`src/calmem_pkg.sv`:
```
package calmem_pkg;
	// ****************************************
	// register map
	// ****************************************
	localparam logic [11:0] ACCESS_REQ_OFFSET  = 12'h064;
	localparam logic [11:0] DATA_STATUS_OFFSET = 12'h068;

	// ****************************************
	// field positions
	// ****************************************
	localparam int REQ_READ_BIT     = 15;
	localparam int REQ_ADDR_MSB     = 14;
	localparam int REQ_ADDR_LSB     = 8;
	localparam int REQ_DATA_MSB     = 7;
	localparam int REQ_DATA_LSB     = 0;
	localparam int STAT_DATA_MSB    = 15;
	localparam int STAT_DATA_LSB    = 8;
	localparam int STAT_WBUSY_BIT   = 1;
	localparam int STAT_RDONE_BIT   = 0;
	localparam logic [15:0] STATUS_RESET = 16'h0000;

	// ****************************************
	// timing
	// ****************************************
	localparam int CLK_PERIOD_PS   = 4000;
	localparam int ACCESS_TIME_US  = 1000;
	localparam int READ_TIME_US    = 2500;
	localparam int WRITE_TIME_US   = 5000;
	// worked in ns: microseconds times 10^6 would overflow a 32-bit int
	localparam int CLK_PERIOD_NS = CLK_PERIOD_PS / 1000;
	localparam int ACCESS_CYCLES = (ACCESS_TIME_US * 1000) / CLK_PERIOD_NS;
	localparam int READ_CYCLES   = (READ_TIME_US * 1000) / CLK_PERIOD_NS;
	localparam int WRITE_CYCLES  = (WRITE_TIME_US * 1000) / CLK_PERIOD_NS;
	localparam int CNT_W = 24;

	// a request word split into its fields
	typedef struct packed {
		logic       rd;
		logic [6:0] addr;
		logic [7:0] data;
	} req_t;

	typedef enum logic [1:0] {
		SEQ_IDLE  = 2'b00,
		SEQ_READ  = 2'b01,
		SEQ_WRITE = 2'b10,
		SEQ_HOLD  = 2'b11
	} seq_t;
endpackage : calmem_pkg

```
`src/calibration_memory_access.sv`:
```
// Notes on behaviour
// - read-only data and status register at offset 68H
// - every data/status read starts a one millisecond memory access
// - completed read places addressed byte on bits 15 to 8
// - request taken at once; read byte valid 2.5 ms later
// - bit 0 set once the read byte is valid
// - read-complete clears on new read start and on hardware reset
// - bits 7..2 unused, bit 1 write busy, bit 0 read complete
// - memory writes need the enable code, a factory operation
// - a memory write takes about five milliseconds
// - write-busy set at write start, held until write finishes
// - hardware reset clears write-busy
// - status register read only as 32-bit or 16-bit transfers
// - software or hardware reset clears the whole status register
// - write-only request register at 64H; bit 15 chooses read or write
// - request bits 14..8 address, 7..0 write byte; resets leave it alone
`timescale 1ns/1ps
`default_nettype none
module calibration_memory_access #(
	parameter int ACCESS_CNT = calmem_pkg::ACCESS_CYCLES,
	parameter int READ_CNT   = calmem_pkg::READ_CYCLES,
	parameter int WRITE_CNT  = calmem_pkg::WRITE_CYCLES
) (
	input  wire logic        REF_CLK,
	input  wire logic        SYS_RST,
	input  wire logic        SOFT_RST,
	input  wire logic        WR_EN,
	input  wire logic        RD_EN,
	input  wire logic [11:0] ADDR,
	input  wire logic [3:0]  BYTE_EN,
	input  wire logic [31:0] WR_DATA,
	input  wire logic        WRITE_UNLOCK,
	output logic      [31:0] RD_DATA,
	output logic             ACCESS_BUSY,
	output logic             WRITE_REFUSED
);
	localparam int W = calmem_pkg::CNT_W;

	// ****************************************
	// decode
	// ****************************************
	function automatic logic hit(input logic [11:0] a, input logic [11:0] o);
		hit = (a[11:2] == o[11:2]);
	endfunction : hit

	logic           req_wr;
	logic           stat_rd;
	calmem_pkg::req_t req;
	calmem_pkg::req_t req_word;
	calmem_pkg::seq_t state;
	calmem_pkg::seq_t next_state;

	// request register strobe, needs both low lanes
	assign req_wr = WR_EN && hit(ADDR, calmem_pkg::ACCESS_REQ_OFFSET)
		&& (BYTE_EN[1:0] == 2'b11);
	// narrower than 16-bit reads are not honoured
	assign stat_rd = RD_EN && hit(ADDR, calmem_pkg::DATA_STATUS_OFFSET)
		&& (BYTE_EN[1:0] == 2'b11);
	assign req = calmem_pkg::req_t'(WR_DATA[15:0]);

	// ****************************************
	// timers
	// ****************************************
	logic         op_load;
	logic [W-1:0] op_value;
	logic         op_busy;
	logic         op_done;
	logic         win_busy;

	calmem_timer #(.W(W)) u_op_timer (
		.clk   (REF_CLK),
		.rst   (SYS_RST),
		.load  (op_load),
		.value (op_value),
		.busy  (op_busy),
		.done  (op_done)
	);

	// each status read arms a one millisecond access window
	calmem_timer #(.W(W)) u_win_timer (
		.clk   (REF_CLK),
		.rst   (SYS_RST),
		.load  (stat_rd),
		.value (W'(ACCESS_CNT)),
		.busy  (win_busy),
		.done  ()
	);

	// ****************************************
	// sequencer
	// ****************************************
	logic start_rd;
	logic start_wr;

	// requests during write-busy or a window are ignored
	assign start_rd = req_wr && req.rd && state == calmem_pkg::SEQ_IDLE
		&& !win_busy;
	// writes only with the enable code present
	assign start_wr = req_wr && !req.rd && WRITE_UNLOCK
		&& state == calmem_pkg::SEQ_IDLE && !win_busy;

	// latencies loaded into the board clock counter
	always_comb begin
		op_load  = start_rd || start_wr;
		op_value = start_rd ? W'(READ_CNT) : W'(WRITE_CNT);
	end

	always_comb begin
		next_state = state;
		case (state)
			calmem_pkg::SEQ_IDLE: begin
				if (start_rd) begin
					next_state = calmem_pkg::SEQ_READ;
				end else if (start_wr) begin
					next_state = calmem_pkg::SEQ_WRITE;
				end
			end
			calmem_pkg::SEQ_READ: begin
				if (op_done) begin
					next_state = calmem_pkg::SEQ_HOLD;
				end
			end
			calmem_pkg::SEQ_WRITE: begin
				if (op_done) begin
					next_state = calmem_pkg::SEQ_IDLE;
				end
			end
			calmem_pkg::SEQ_HOLD: begin
				next_state = calmem_pkg::SEQ_IDLE;
			end
			default: begin
				next_state = calmem_pkg::SEQ_IDLE;
			end
		endcase
	end

	always_ff @(posedge REF_CLK) begin
		if (SYS_RST) begin
			state <= calmem_pkg::SEQ_IDLE;
		end else begin
			state <= next_state;
		end
	end

	// request word untouched by either reset
	always_ff @(posedge REF_CLK) begin
		if (req_wr) begin
			req_word <= req;
		end
	end

	// ****************************************
	// memory cells
	// ****************************************
	logic [7:0] mem_rdata;

	// cell updated as the write time runs out
	calmem_store #(.AW(7)) u_store (
		.clk   (REF_CLK),
		.we    (state == calmem_pkg::SEQ_WRITE && op_done),
		.waddr (req_word.addr),
		.wdata (req_word.data),
		.raddr (req_word.addr),
		.rdata (mem_rdata)
	);

	// ****************************************
	// data and status register
	// ****************************************
	logic [7:0] rd_byte;
	logic       rd_done;
	logic       wr_busy;

	always_ff @(posedge REF_CLK) begin
		// either reset zeroes the whole register
		if (SYS_RST || SOFT_RST) begin
			rd_byte <= 8'h00;
			rd_done <= 1'b0;
			wr_busy <= 1'b0;
		end else begin
			// new read start clears read complete
			if (start_rd) begin
				rd_done <= 1'b0;
			// byte lands on 15..8 with flag
			end else if (state == calmem_pkg::SEQ_HOLD) begin
				rd_byte <= mem_rdata;
				rd_done <= 1'b1;
			end
			// busy from write start until finish
			if (start_wr) begin
				wr_busy <= 1'b1;
			end else if (state == calmem_pkg::SEQ_WRITE && op_done) begin
				wr_busy <= 1'b0;
			end
		end
	end

	// read port; bits 7..2 read zero
	always_ff @(posedge REF_CLK) begin
		if (SYS_RST) begin
			RD_DATA <= 32'h0000_0000;
		end else if (stat_rd) begin
			RD_DATA <= {16'h0000, rd_byte, 6'h00, wr_busy, rd_done};
		end else begin
			RD_DATA <= 32'h0000_0000;
		end
	end

	// busy shows an access window or the read or write latency in progress
	always_ff @(posedge REF_CLK) begin
		if (SYS_RST) begin
			ACCESS_BUSY   <= 1'b0;
			WRITE_REFUSED <= 1'b0;
		end else begin
			// sequencer state too: the hold step has no timer running
			ACCESS_BUSY   <= op_busy || win_busy || op_load || stat_rd
				|| (state != calmem_pkg::SEQ_IDLE);
			WRITE_REFUSED <= req_wr && !req.rd && !WRITE_UNLOCK;
		end
	end
endmodule : calibration_memory_access
`default_nettype wire

```
`src/calmem_timer.sv`:
```
`timescale 1ns/1ps
`default_nettype none
module calmem_timer #(
	parameter int W = 24
) (
	input  wire logic         clk,
	input  wire logic         rst,
	input  wire logic         load,
	input  wire logic [W-1:0] value,
	output logic              busy,
	output logic              done
);
	logic [W-1:0] count;

	// reload wins over a running count
	always_ff @(posedge clk) begin
		if (rst) begin
			count <= '0;
			done  <= 1'b0;
		end else if (load) begin
			count <= value;
			done  <= 1'b0;
		end else if (count != '0) begin
			count <= count - 1'b1;
			done  <= (count == {{(W-1){1'b0}}, 1'b1});
		end else begin
			done  <= 1'b0;
		end
	end

	assign busy = (count != '0);
endmodule : calmem_timer
`default_nettype wire

```
`src/calmem_store.sv`:
```
`timescale 1ns/1ps
`default_nettype none
module calmem_store #(
	parameter int AW = 7
) (
	input  wire logic          clk,
	input  wire logic          we,
	input  wire logic [AW-1:0] waddr,
	input  wire logic [7:0]    wdata,
	input  wire logic [AW-1:0] raddr,
	output logic      [7:0]    rdata
);
	// non-volatile contents: no reset, survives module resets
	logic [7:0] mem [0:(1<<AW)-1];

	always_ff @(posedge clk) begin
		if (we) begin
			mem[waddr] <= wdata;
		end
	end

	always_ff @(posedge clk) begin
		rdata <= mem[raddr];
	end
endmodule : calmem_store
`default_nettype wire

```
`config.mk`:
```
export PLATFORM = sky130hd
export DESIGN_NAME = calibration_memory_access
export DESIGN_NICKNAME = d
export VERILOG_FILES = /design/src/calmem_pkg.sv /design/src/calibration_memory_access.sv /design/src/calmem_timer.sv /design/src/calmem_store.sv
export SDC_FILE = /design/constraint.sdc
export NUM_CORES = 1
export LEC_CHECK = 0
export BUFFER_PORTS_ARGS = -buffer_cell sky130_fd_sc_hd__buf_4
export CORE_ASPECT_RATIO = 1.2
export CORE_MARGIN = 2
export CORE_UTILIZATION = 42
export DETAILED_ROUTE_END_ITERATION = 7
export PLACE_DENSITY = 0.65
export SLEW_MARGIN = 20
export SYNTH_ARGS = -nofsm -noshare
export SYNTH_HDL_FRONTEND = slang
export SYNTH_SLANG_ARGS = --single-unit
```
`constraint.sdc`:
```
create_clock -name REF_CLK -period 6.1 [get_ports REF_CLK]
set_clock_uncertainty 0.2 [all_clocks]
set_input_delay 0.305 -clock REF_CLK [delete_from_list [all_inputs] [get_ports REF_CLK]]
set_output_delay 0.305 -clock REF_CLK [all_outputs]
set_load 0.005 [all_outputs]
```
==> results.py, run 1 <==
metrics = {
    "outcome": {
        "status": "finished, final reports clean",
    },
    "cts": {
        "path_clk_slew_ns": 0.06,
        "cts-buffers-inserted": 109,
        "clockBufferDepth": 3,
        "clock-sinks": 1120,
        "cts_setup_buffers": 0,
        "clock_latency_ns": 0.71,
        "cts_tree": "built",
        "h-tree-depth": 3,
        "cts_root_buffer": "clkbuf_16",
    },
    "setup_path": {
        "critPathKind": "reg -> reg",
        "critPathMaxFanout": 52,
        "cp.arrival_ns": 4.76,
        "end_kind": "flip-flop",
        "worstPathRequired_ns": 6.47,
        "startpoint_type": "flip-flop",
    },
    "global_route": {
        "grt_use_met1_pct": 28.2,
        "antenna_found_initial": 2,
        "grt_max_degree": 109,
        "overflow": 0,
        "grt_pass1_wl_um": 174000,
        "grt_util_met3_pct": 5.16,
        "groute.usage.overall_pct": 22.1,
        "busiest_layer": "met2",
        "met2_usage_pct": 36.0,
        "grt_pass1_vias": 25200,
    },
    "synthesis": {
        "seq_area_frac_synth_pct": 74.4,
        "synth-compound-area-share_pct": 7.85,
        "syn-mean-instance-area_um2": 16.8,
        "synthMuxAreaShare_pct": 9.36,
        "ys_ff_latch": 1120,
        "synth_adder_area_share_pct": 0.0851,
        "async_flop_share_pct": 0,
        "synthSimpleGateAreaFrac_pct": 5.33,
        "synthFlopType": "edfxtp_1",
        "yosysWarningCount": 0,
        "netlist_instances": 2620,
        "synth_xor_xnor_area_share_pct": 0.695,
        "synth-edff-count": 1039,
        "ys_types": 86,
        "mappedNetlistArea_mm2": 0.0441,
        "synth_top_family_by_area": "multiplexers",
    },
    "floorplan": {
        "core_area_mm2": 0.104,
        "dieArea_mm2": 0.108,
        "dieHeight_um": 359,
        "start_util_pct": 42.2,
        "die_w_um": 300,
        "num_rows": 130,
        "ioPinCount": 88,
    },
    "drt": {
        "drtPass1Iterations": 5,
        "totalWireLength_um": 121000,
        "avgRoutedWirePerCell_um": 28.6,
        "remaining_drc_errors": 0,
        "initialDrtViolationCount": 3331,
        "vias_per_cell": 6.08,
        "vias": 25700,
        "drtAntennaViolNets": 0,
    },
    "placement": {
        "place_hpwl_um": 73700,
        "gp_congestion": 0.873,
        "port_buffers": 45,
    },
    "sta": {
        "finalCriticalPeriod_ns": 4.38,
        "finalMaxSlewViolations": 0,
        "period_share_pct": 71.9,
        "rsz0062_at_grt": "no",
        "final_hold_viol_count": 0,
        "fmax_ghz": 0.228,
        "setup_tns_ns": 0,
        "worstMarginPinSlew_ns": 1.07,
        "max_slew_margin_pct": 28.6,
        "setup_violations": 0,
    },
    "power": {
        "intPower_w": 0.0126,
        "switching_share_pct": 21.7,
        "finalPower_w": 0.0161,
        "power.density_mw_per_mm2": 322,
        "p_clk_share_pct": 42.1,
        "power_switching_w": 0.00349,
        "ir_worst_vdd_v": 0.000290,
        "combPwrFrac_pct": 5.4,
        "p_seq_share_pct": 52.6,
        "leakage_nw": 16.2,
    },
    "final_layout": {
        "multi_input_area_mm2": 0.0104,
        "layout-drive-gt1-share_pct": 17.3,
        "diodes": 0,
        "nNetsFinal": 2798,
        "area_growth_pct": 13.5,
        "seqCellArea_mm2": 0.0328,
        "nFillCells": 8663,
    },
    "hold_path": {
        "min_path_type": "in -> reg",
    },
    "job": {
        "maxCapViolCount": 0,
    },
}
## per-layer routing
layer  routed length [um]  vias to the layer above
met4                 5370                        6
li1                     -                    10700
met5                   76                        -
met3                12200                      306
met2                58400                     1539
met1                44700                    13100
## cells in the final DEF (no fill, tap or decap), drive strengths merged, types with 16 or more instances in the layout
cell type    instances
a21oi               82
mux2i              138
nor2               214
clkinv              44
a22oi               58
xor2                16
nand3               35
o21ai               39
a221oi              92
o22ai               28
o221ai              22
mux2                70
edfxtp            1039
dfxtp               81
nand2              120
dlygate4sd3         22
buf                149
inv                 22
nor3                22
conb                22
clkbuf             136
mux4                86
xnor2               19
a221o               20
## layout make-up
| type | count | area share, % |
|---|---|---|
| inverter | 15 | 0.112 |
| timing repair buffer | 171 | 2.85 |
| multi-input combinational | 1324 | 20.8 |
| clock buffer | 136 | 5.75 |
| clock inverter | 68 | 1.44 |
| tap | 1386 | 3.46 |
| sequential | 1120 | 65.6 |
## cells by family after synthesis
kind of cell | count (synthesis)
flops | 1120
simple gates | 503
compound gates | 467
mux | 294
buf+inv | 197
xor+xnor | 35
fa+ha+maj | 3
other cells | 1
## critical path, cell delays in order, from the launching register on
cell	delay, ns
edfxtp_1	1.00
buf_4	0.31
buf_4	0.64
mux4_2	0.42
mux2i_1	0.17
o22ai_1	0.18
a311oi_1	0.38
o221ai_1	0.30
or4_1	0.55
## what timing repair did
action | 4_1_cts | 5_1_grt
hold buffers | 22 | 0
gates resized for setup | 0 | 0
hold endpoints to repair | 60 | 0
## power by group through the flow
stage	Clock, W	Combinational (W)	Sequential (W)
after detailed placement	0	0.000838	0.00863
after global placement	0	0.000793	0.00862
after CTS	0.00684	0.000860	0.00847
after floorplan	0	0.000683	0.00860
after global routing	0.00716	0.000975	0.00848
final	0.00678	0.000865	0.00847
## registers in the layout, summed over array words and instances, names as in the netlist, 2 cells and up
signal	flops
rd_byte	8
u_win_timer.count	24
state	2
u_store.mem	1024
u_store.rdata	8
req_word	15
u_op_timer.count	24
RD_DATA	10
## synthesized netlist by cell type, drive strengths merged, types with 14 or more instances
library cell	number	area, um^2
a21oi	82	410
a221o	20	200
a221oi	92	806
a22o	15	131
a22oi	58	435
a31oi	15	93.8
and2	15	93.8
buf	110	664
clkbuf	72	270
dfxtp	81	1620
edfxtp	1039	31200
mux2	70	788
mux2i	138	1380
mux4	86	1960
nand2	120	450
nand3	35	188
nor2	214	803
nor3	22	110
nor4	14	103
o21ai	39	195
o221ai	22	193
o22ai	28	175
xnor2	19	166
xor2	16	140
## final timing paths
kind | startpoint | endpoint | slack [ns] | depth (start not counted)
setup / recovery | req_word[10] | u_store.rdata[7] | 1.72 | 8
hold / removal | ADDR[3] | req_word[8] | 0.03 | 3
setup reg to reg | req_word[10] | u_store.rdata[7] | 1.72 | 8
hold reg to reg | rd_byte[1] | rd_byte[1] | 0.26 | 2
## per-stage QoR
stage               hold slack, ns  setup slack [ns]  std cells  utilization, %  area [um^2]
floorplan                    0.182              2.76       2641               -        44200
global placement             0.247              1.80       3994            44.3        46200
finish                      0.0348              1.72       4220            47.9        50100
global route                0.0370              1.64       4220            47.9        50100
detailed placement           0.249              1.77       3994            44.3        46200
CTS                         0.0258              1.76       4220            47.9        50100
(Power assumes the default switching activity.)
==> inputs of run 2 (changes only) <==
- ABC_AREA: default -> 1
- PLACE_DENSITY: 0.65 -> 0.67
- clock period: 6.1 -> 3.6 ns (I/O delays scaled with it)
==> results.py, run 2 <==
metrics = {
    "setup_path": {
        "startpoint_type": "flip-flop",
        "crit_start": "req_word[8]",
        "cp_slowest_cell": "edfxtp_1",
        "reg2reg_depth": 6,
        "r2r-end": "u_store.mem[67][0]",
        "cp_slowest_stage_delay_ns": 0.76,
        "worstPathRequired_ns": 3.71,
        "r2r_start": "req_word[8]",
        "critPathKind": "reg -> reg",
        "critPathMaxFanout": 27,
        "timing.critical_path.mode_cell": "buf_4",
        "end_kind": "flip-flop",
        "crit_chain": "buf_4, nand3_1, inv_2, nand2_1, buf_4, nor2_1",
        "regToRegSetupSlack_ns": 0.51,
        "cp.arrival_ns": 3.20,
    },
    "power": {
        "combPwrFrac_pct": 7.6,
        "power.density_mw_per_mm2": 516,
        "power_switching_w": 0.00634,
        "p_seq_share_pct": 51.8,
        "switching_share_pct": 22.7,
        "p_clk_share_pct": 40.6,
        "leakage_nw": 22.2,
        "intPower_w": 0.0216,
        "ir_worst_vdd_v": 0.000386,
        "finalPower_w": 0.0279,
    },
    "synthesis": {
        "synthFlopType": "edfxtp_1",
        "ys_ff_latch": 1120,
        "synth_common_cells": "nand2_1, edfxtp_1, nor2_1",
        "async_flop_share_pct": 0,
        "synth_top_area_share_pct": 65.6,
        "syn-mean-instance-area_um2": 9.98,
        "synth-edff-count": 1039,
        "yosysWarningCount": 0,
        "seq_area_frac_synth_pct": 69.0,
        "mappedNetlistArea_mm2": 0.0476,
        "netlist_top_cells_area": "edfxtp_1, nand2_1, dfxtp_1",
        "yosysMostFrequentCell": "nand2_1",
        "netlist_instances": 4765,
        "yosysTopAreaCell": "edfxtp_1",
        "ys_types": 40,
    },
    "hold_path": {
        "min_from": "WR_DATA[11]",
        "min_path_type": "in -> reg",
        "holdPathEnd": "req_word[11]",
        "hold-path-cell-count": 2,
    },
    "sta": {
        "final_hold_viol_count": 0,
        "setup_tns_ns": 0,
        "finalMaxSlewViolations": 0,
        "max_slew_margin_pct": 42.8,
        "setup_violations": 0,
        "period_share_pct": 85.9,
        "fmax_ghz": 0.324,
        "finalCriticalPeriod_ns": 3.09,
        "rsz0062_at_grt": "no",
        "worstMarginPinSlew_ns": 0.854,
    },
    "drt": {
        "drtAntennaViolNets": 0,
        "drtPass1Iterations": 8,
        "avgRoutedWirePerCell_um": 17.9,
        "totalWireLength_um": 117000,
        "initialDrtViolationCount": 3209,
        "vias": 32500,
        "vias_per_cell": 4.99,
        "remaining_drc_errors": 0,
    },
    "final_layout": {
        "top_regs": "u_store.mem (1024), u_op_timer.count (24), u_win_timer.count (24)",
        "layout-drive-gt1-share_pct": 7.53,
        "diodes": 0,
        "layout_commonest_cell": "nand2_1",
        "nNetsFinal": 4971,
        "nFillCells": 10100,
        "layout_common_cells": "nand2_1, edfxtp_1, nor2_1",
        "largest_register_ffs": 1024,
        "regMostFlops": "u_store.mem",
        "area_growth_pct": 13.7,
        "multi_input_area_mm2": 0.0131,
        "seqCellArea_mm2": 0.0328,
        "final_cells": 6513,
    },
    "global_route": {
        "grt_max_degree": 146,
        "groute.usage.overall_pct": 19.9,
        "grt_pass1_wl_um": 179000,
        "overflow": 0,
        "antenna_found_initial": 1,
        "grt_pass1_vias": 31300,
    },
    "placement": {
        "port_buffers": 45,
        "dpl.cell_count": 6255,
        "gp_congestion": 0.856,
        "place_hpwl_um": 65600,
    },
    "outcome": {
        "status": "finished, final reports clean",
    },
    "cts": {
        "cts-buffers-inserted": 113,
        "h-tree-depth": 3,
        "clock_latency_ns": 0.70,
        "clock-sinks": 1120,
        "clockBufferDepth": 3,
        "cts_tree": "built",
        "cts_root_buffer": "clkbuf_16",
        "ctsResizeCount": 0,
        "path_clk_slew_ns": 0.06,
    },
    "floorplan": {
        "dieArea_mm2": 0.116,
        "core_area_mm2": 0.113,
        "ioPinCount": 88,
        "start_util_pct": 42.2,
        "num_rows": 135,
        "dieHeight_um": 373,
        "die_w_um": 311,
    },
    "job": {
        "maxCapViolCount": 0,
    },
}
==> run 2: cell types whose count changed after synthesis, sizes merged, moves of 22 or more <==
cell | before | now
nand2 | 120 | 2725
mux2i | 138 | 0
nor2 | 214 | 330
a221oi | 92 | 0
inv | 12 | 98
mux4 | 86 | 0
buf | 110 | 191
mux2 | 70 | 0
a22oi | 58 | 2
clkbuf | 72 | 40
o22ai | 28 | 0
nand4 | 5 | 28
o221ai | 22 | 0
==> run 2: per-layer routing <==
layer | wire length (um) | part of all wire [%] | track usage [%]
met2 | 56800 | 49 | 33.8
met1 | 47100 | 40 | 25.4
met3 | 8780 | 7.5 | 3.26
met4 | 4080 | 3.5 | 7.84
met5 | 10 | 0.0086 | 0
==> run 2: repair_timing <==
item | in CTS | in global routing
endpoints found under the setup margin | 0 | 0
hold buffers | 51 | 0
hold endpoints to repair | 57 | 0
setup buffers | 0 | 0
==> run 2: per-stage QoR <==
| step | instance area, um^2 | util, % | worst slack, ns | hold WS, ns |
|---|---|---|---|---|
| 2_1_floorplan | 47600 | - | 1.13 | 0.0497 |
| 3_3_place_gp | 50000 | 44.4 | 0.626 | 0.153 |
| 3_5_place_dp | 50000 | 44.4 | 0.595 | 0.159 |
| 4_1_cts | 54100 | 48.0 | 0.556 | 0.000490 |
| 5_1_grt | 54100 | 48.0 | 0.385 | 0.0194 |
| 6_report | 54100 | 48.0 | 0.509 | 0.0254 |
==> run 2: kinds of logic after synthesis <==
logic type	after synthesis	synth area share [%]
buf+inv	333	3.56
compound gates	117	1.29
flops	1120	69.0
fa+ha+maj	3	0.0789
other cells	1	0.00788
simple gates	3169	25.7
xor+xnor	22	0.405
==> run 2: power by group through the flow <==
stage                     clock (W)  sequential [W]  combinational, W
final                        0.0113          0.0144           0.00213
after global placement            0          0.0147           0.00200
after detailed placement          0          0.0147           0.00205
after CTS                    0.0115          0.0144           0.00211
after global routing         0.0120          0.0145           0.00245
after floorplan                   0          0.0147           0.00170
==> run 2: layout make-up <==
class                           count  area share, %
Clock buffer                      152           5.65
Clock inverter                     55          0.946
Inverter                          102          0.736
Multi-Input combinational cell   3333           24.3
Sequential cell                  1120           60.7
Tap cell                         1507           3.49
Timing Repair Buffer              244           4.20
==> run 2: worst max-delay path: cells and delay by family (launching register included) <==
kind / cells / cell delay [ns]
buf+inv: 3 / 0.90
flops: 1 / 0.76
simple gates: 3 / 0.82
==> run 2: worst max-delay path by stage <==
| stage | end | slack (ns) | cells after the start |
|---|---|---|---|
| after floorplan | u_store.mem[0][0] | 1.13 | 0 |
| after global placement | u_store.mem[99][4] | 0.63 | 6 |
| after detailed placement | u_store.mem[67][2] | 0.59 | 6 |
| after CTS | u_store.mem[67][2] | 0.56 | 6 |
| after global routing | u_store.rdata[7] | 0.38 | 14 |
| final | u_store.mem[67][0] | 0.51 | 6 |
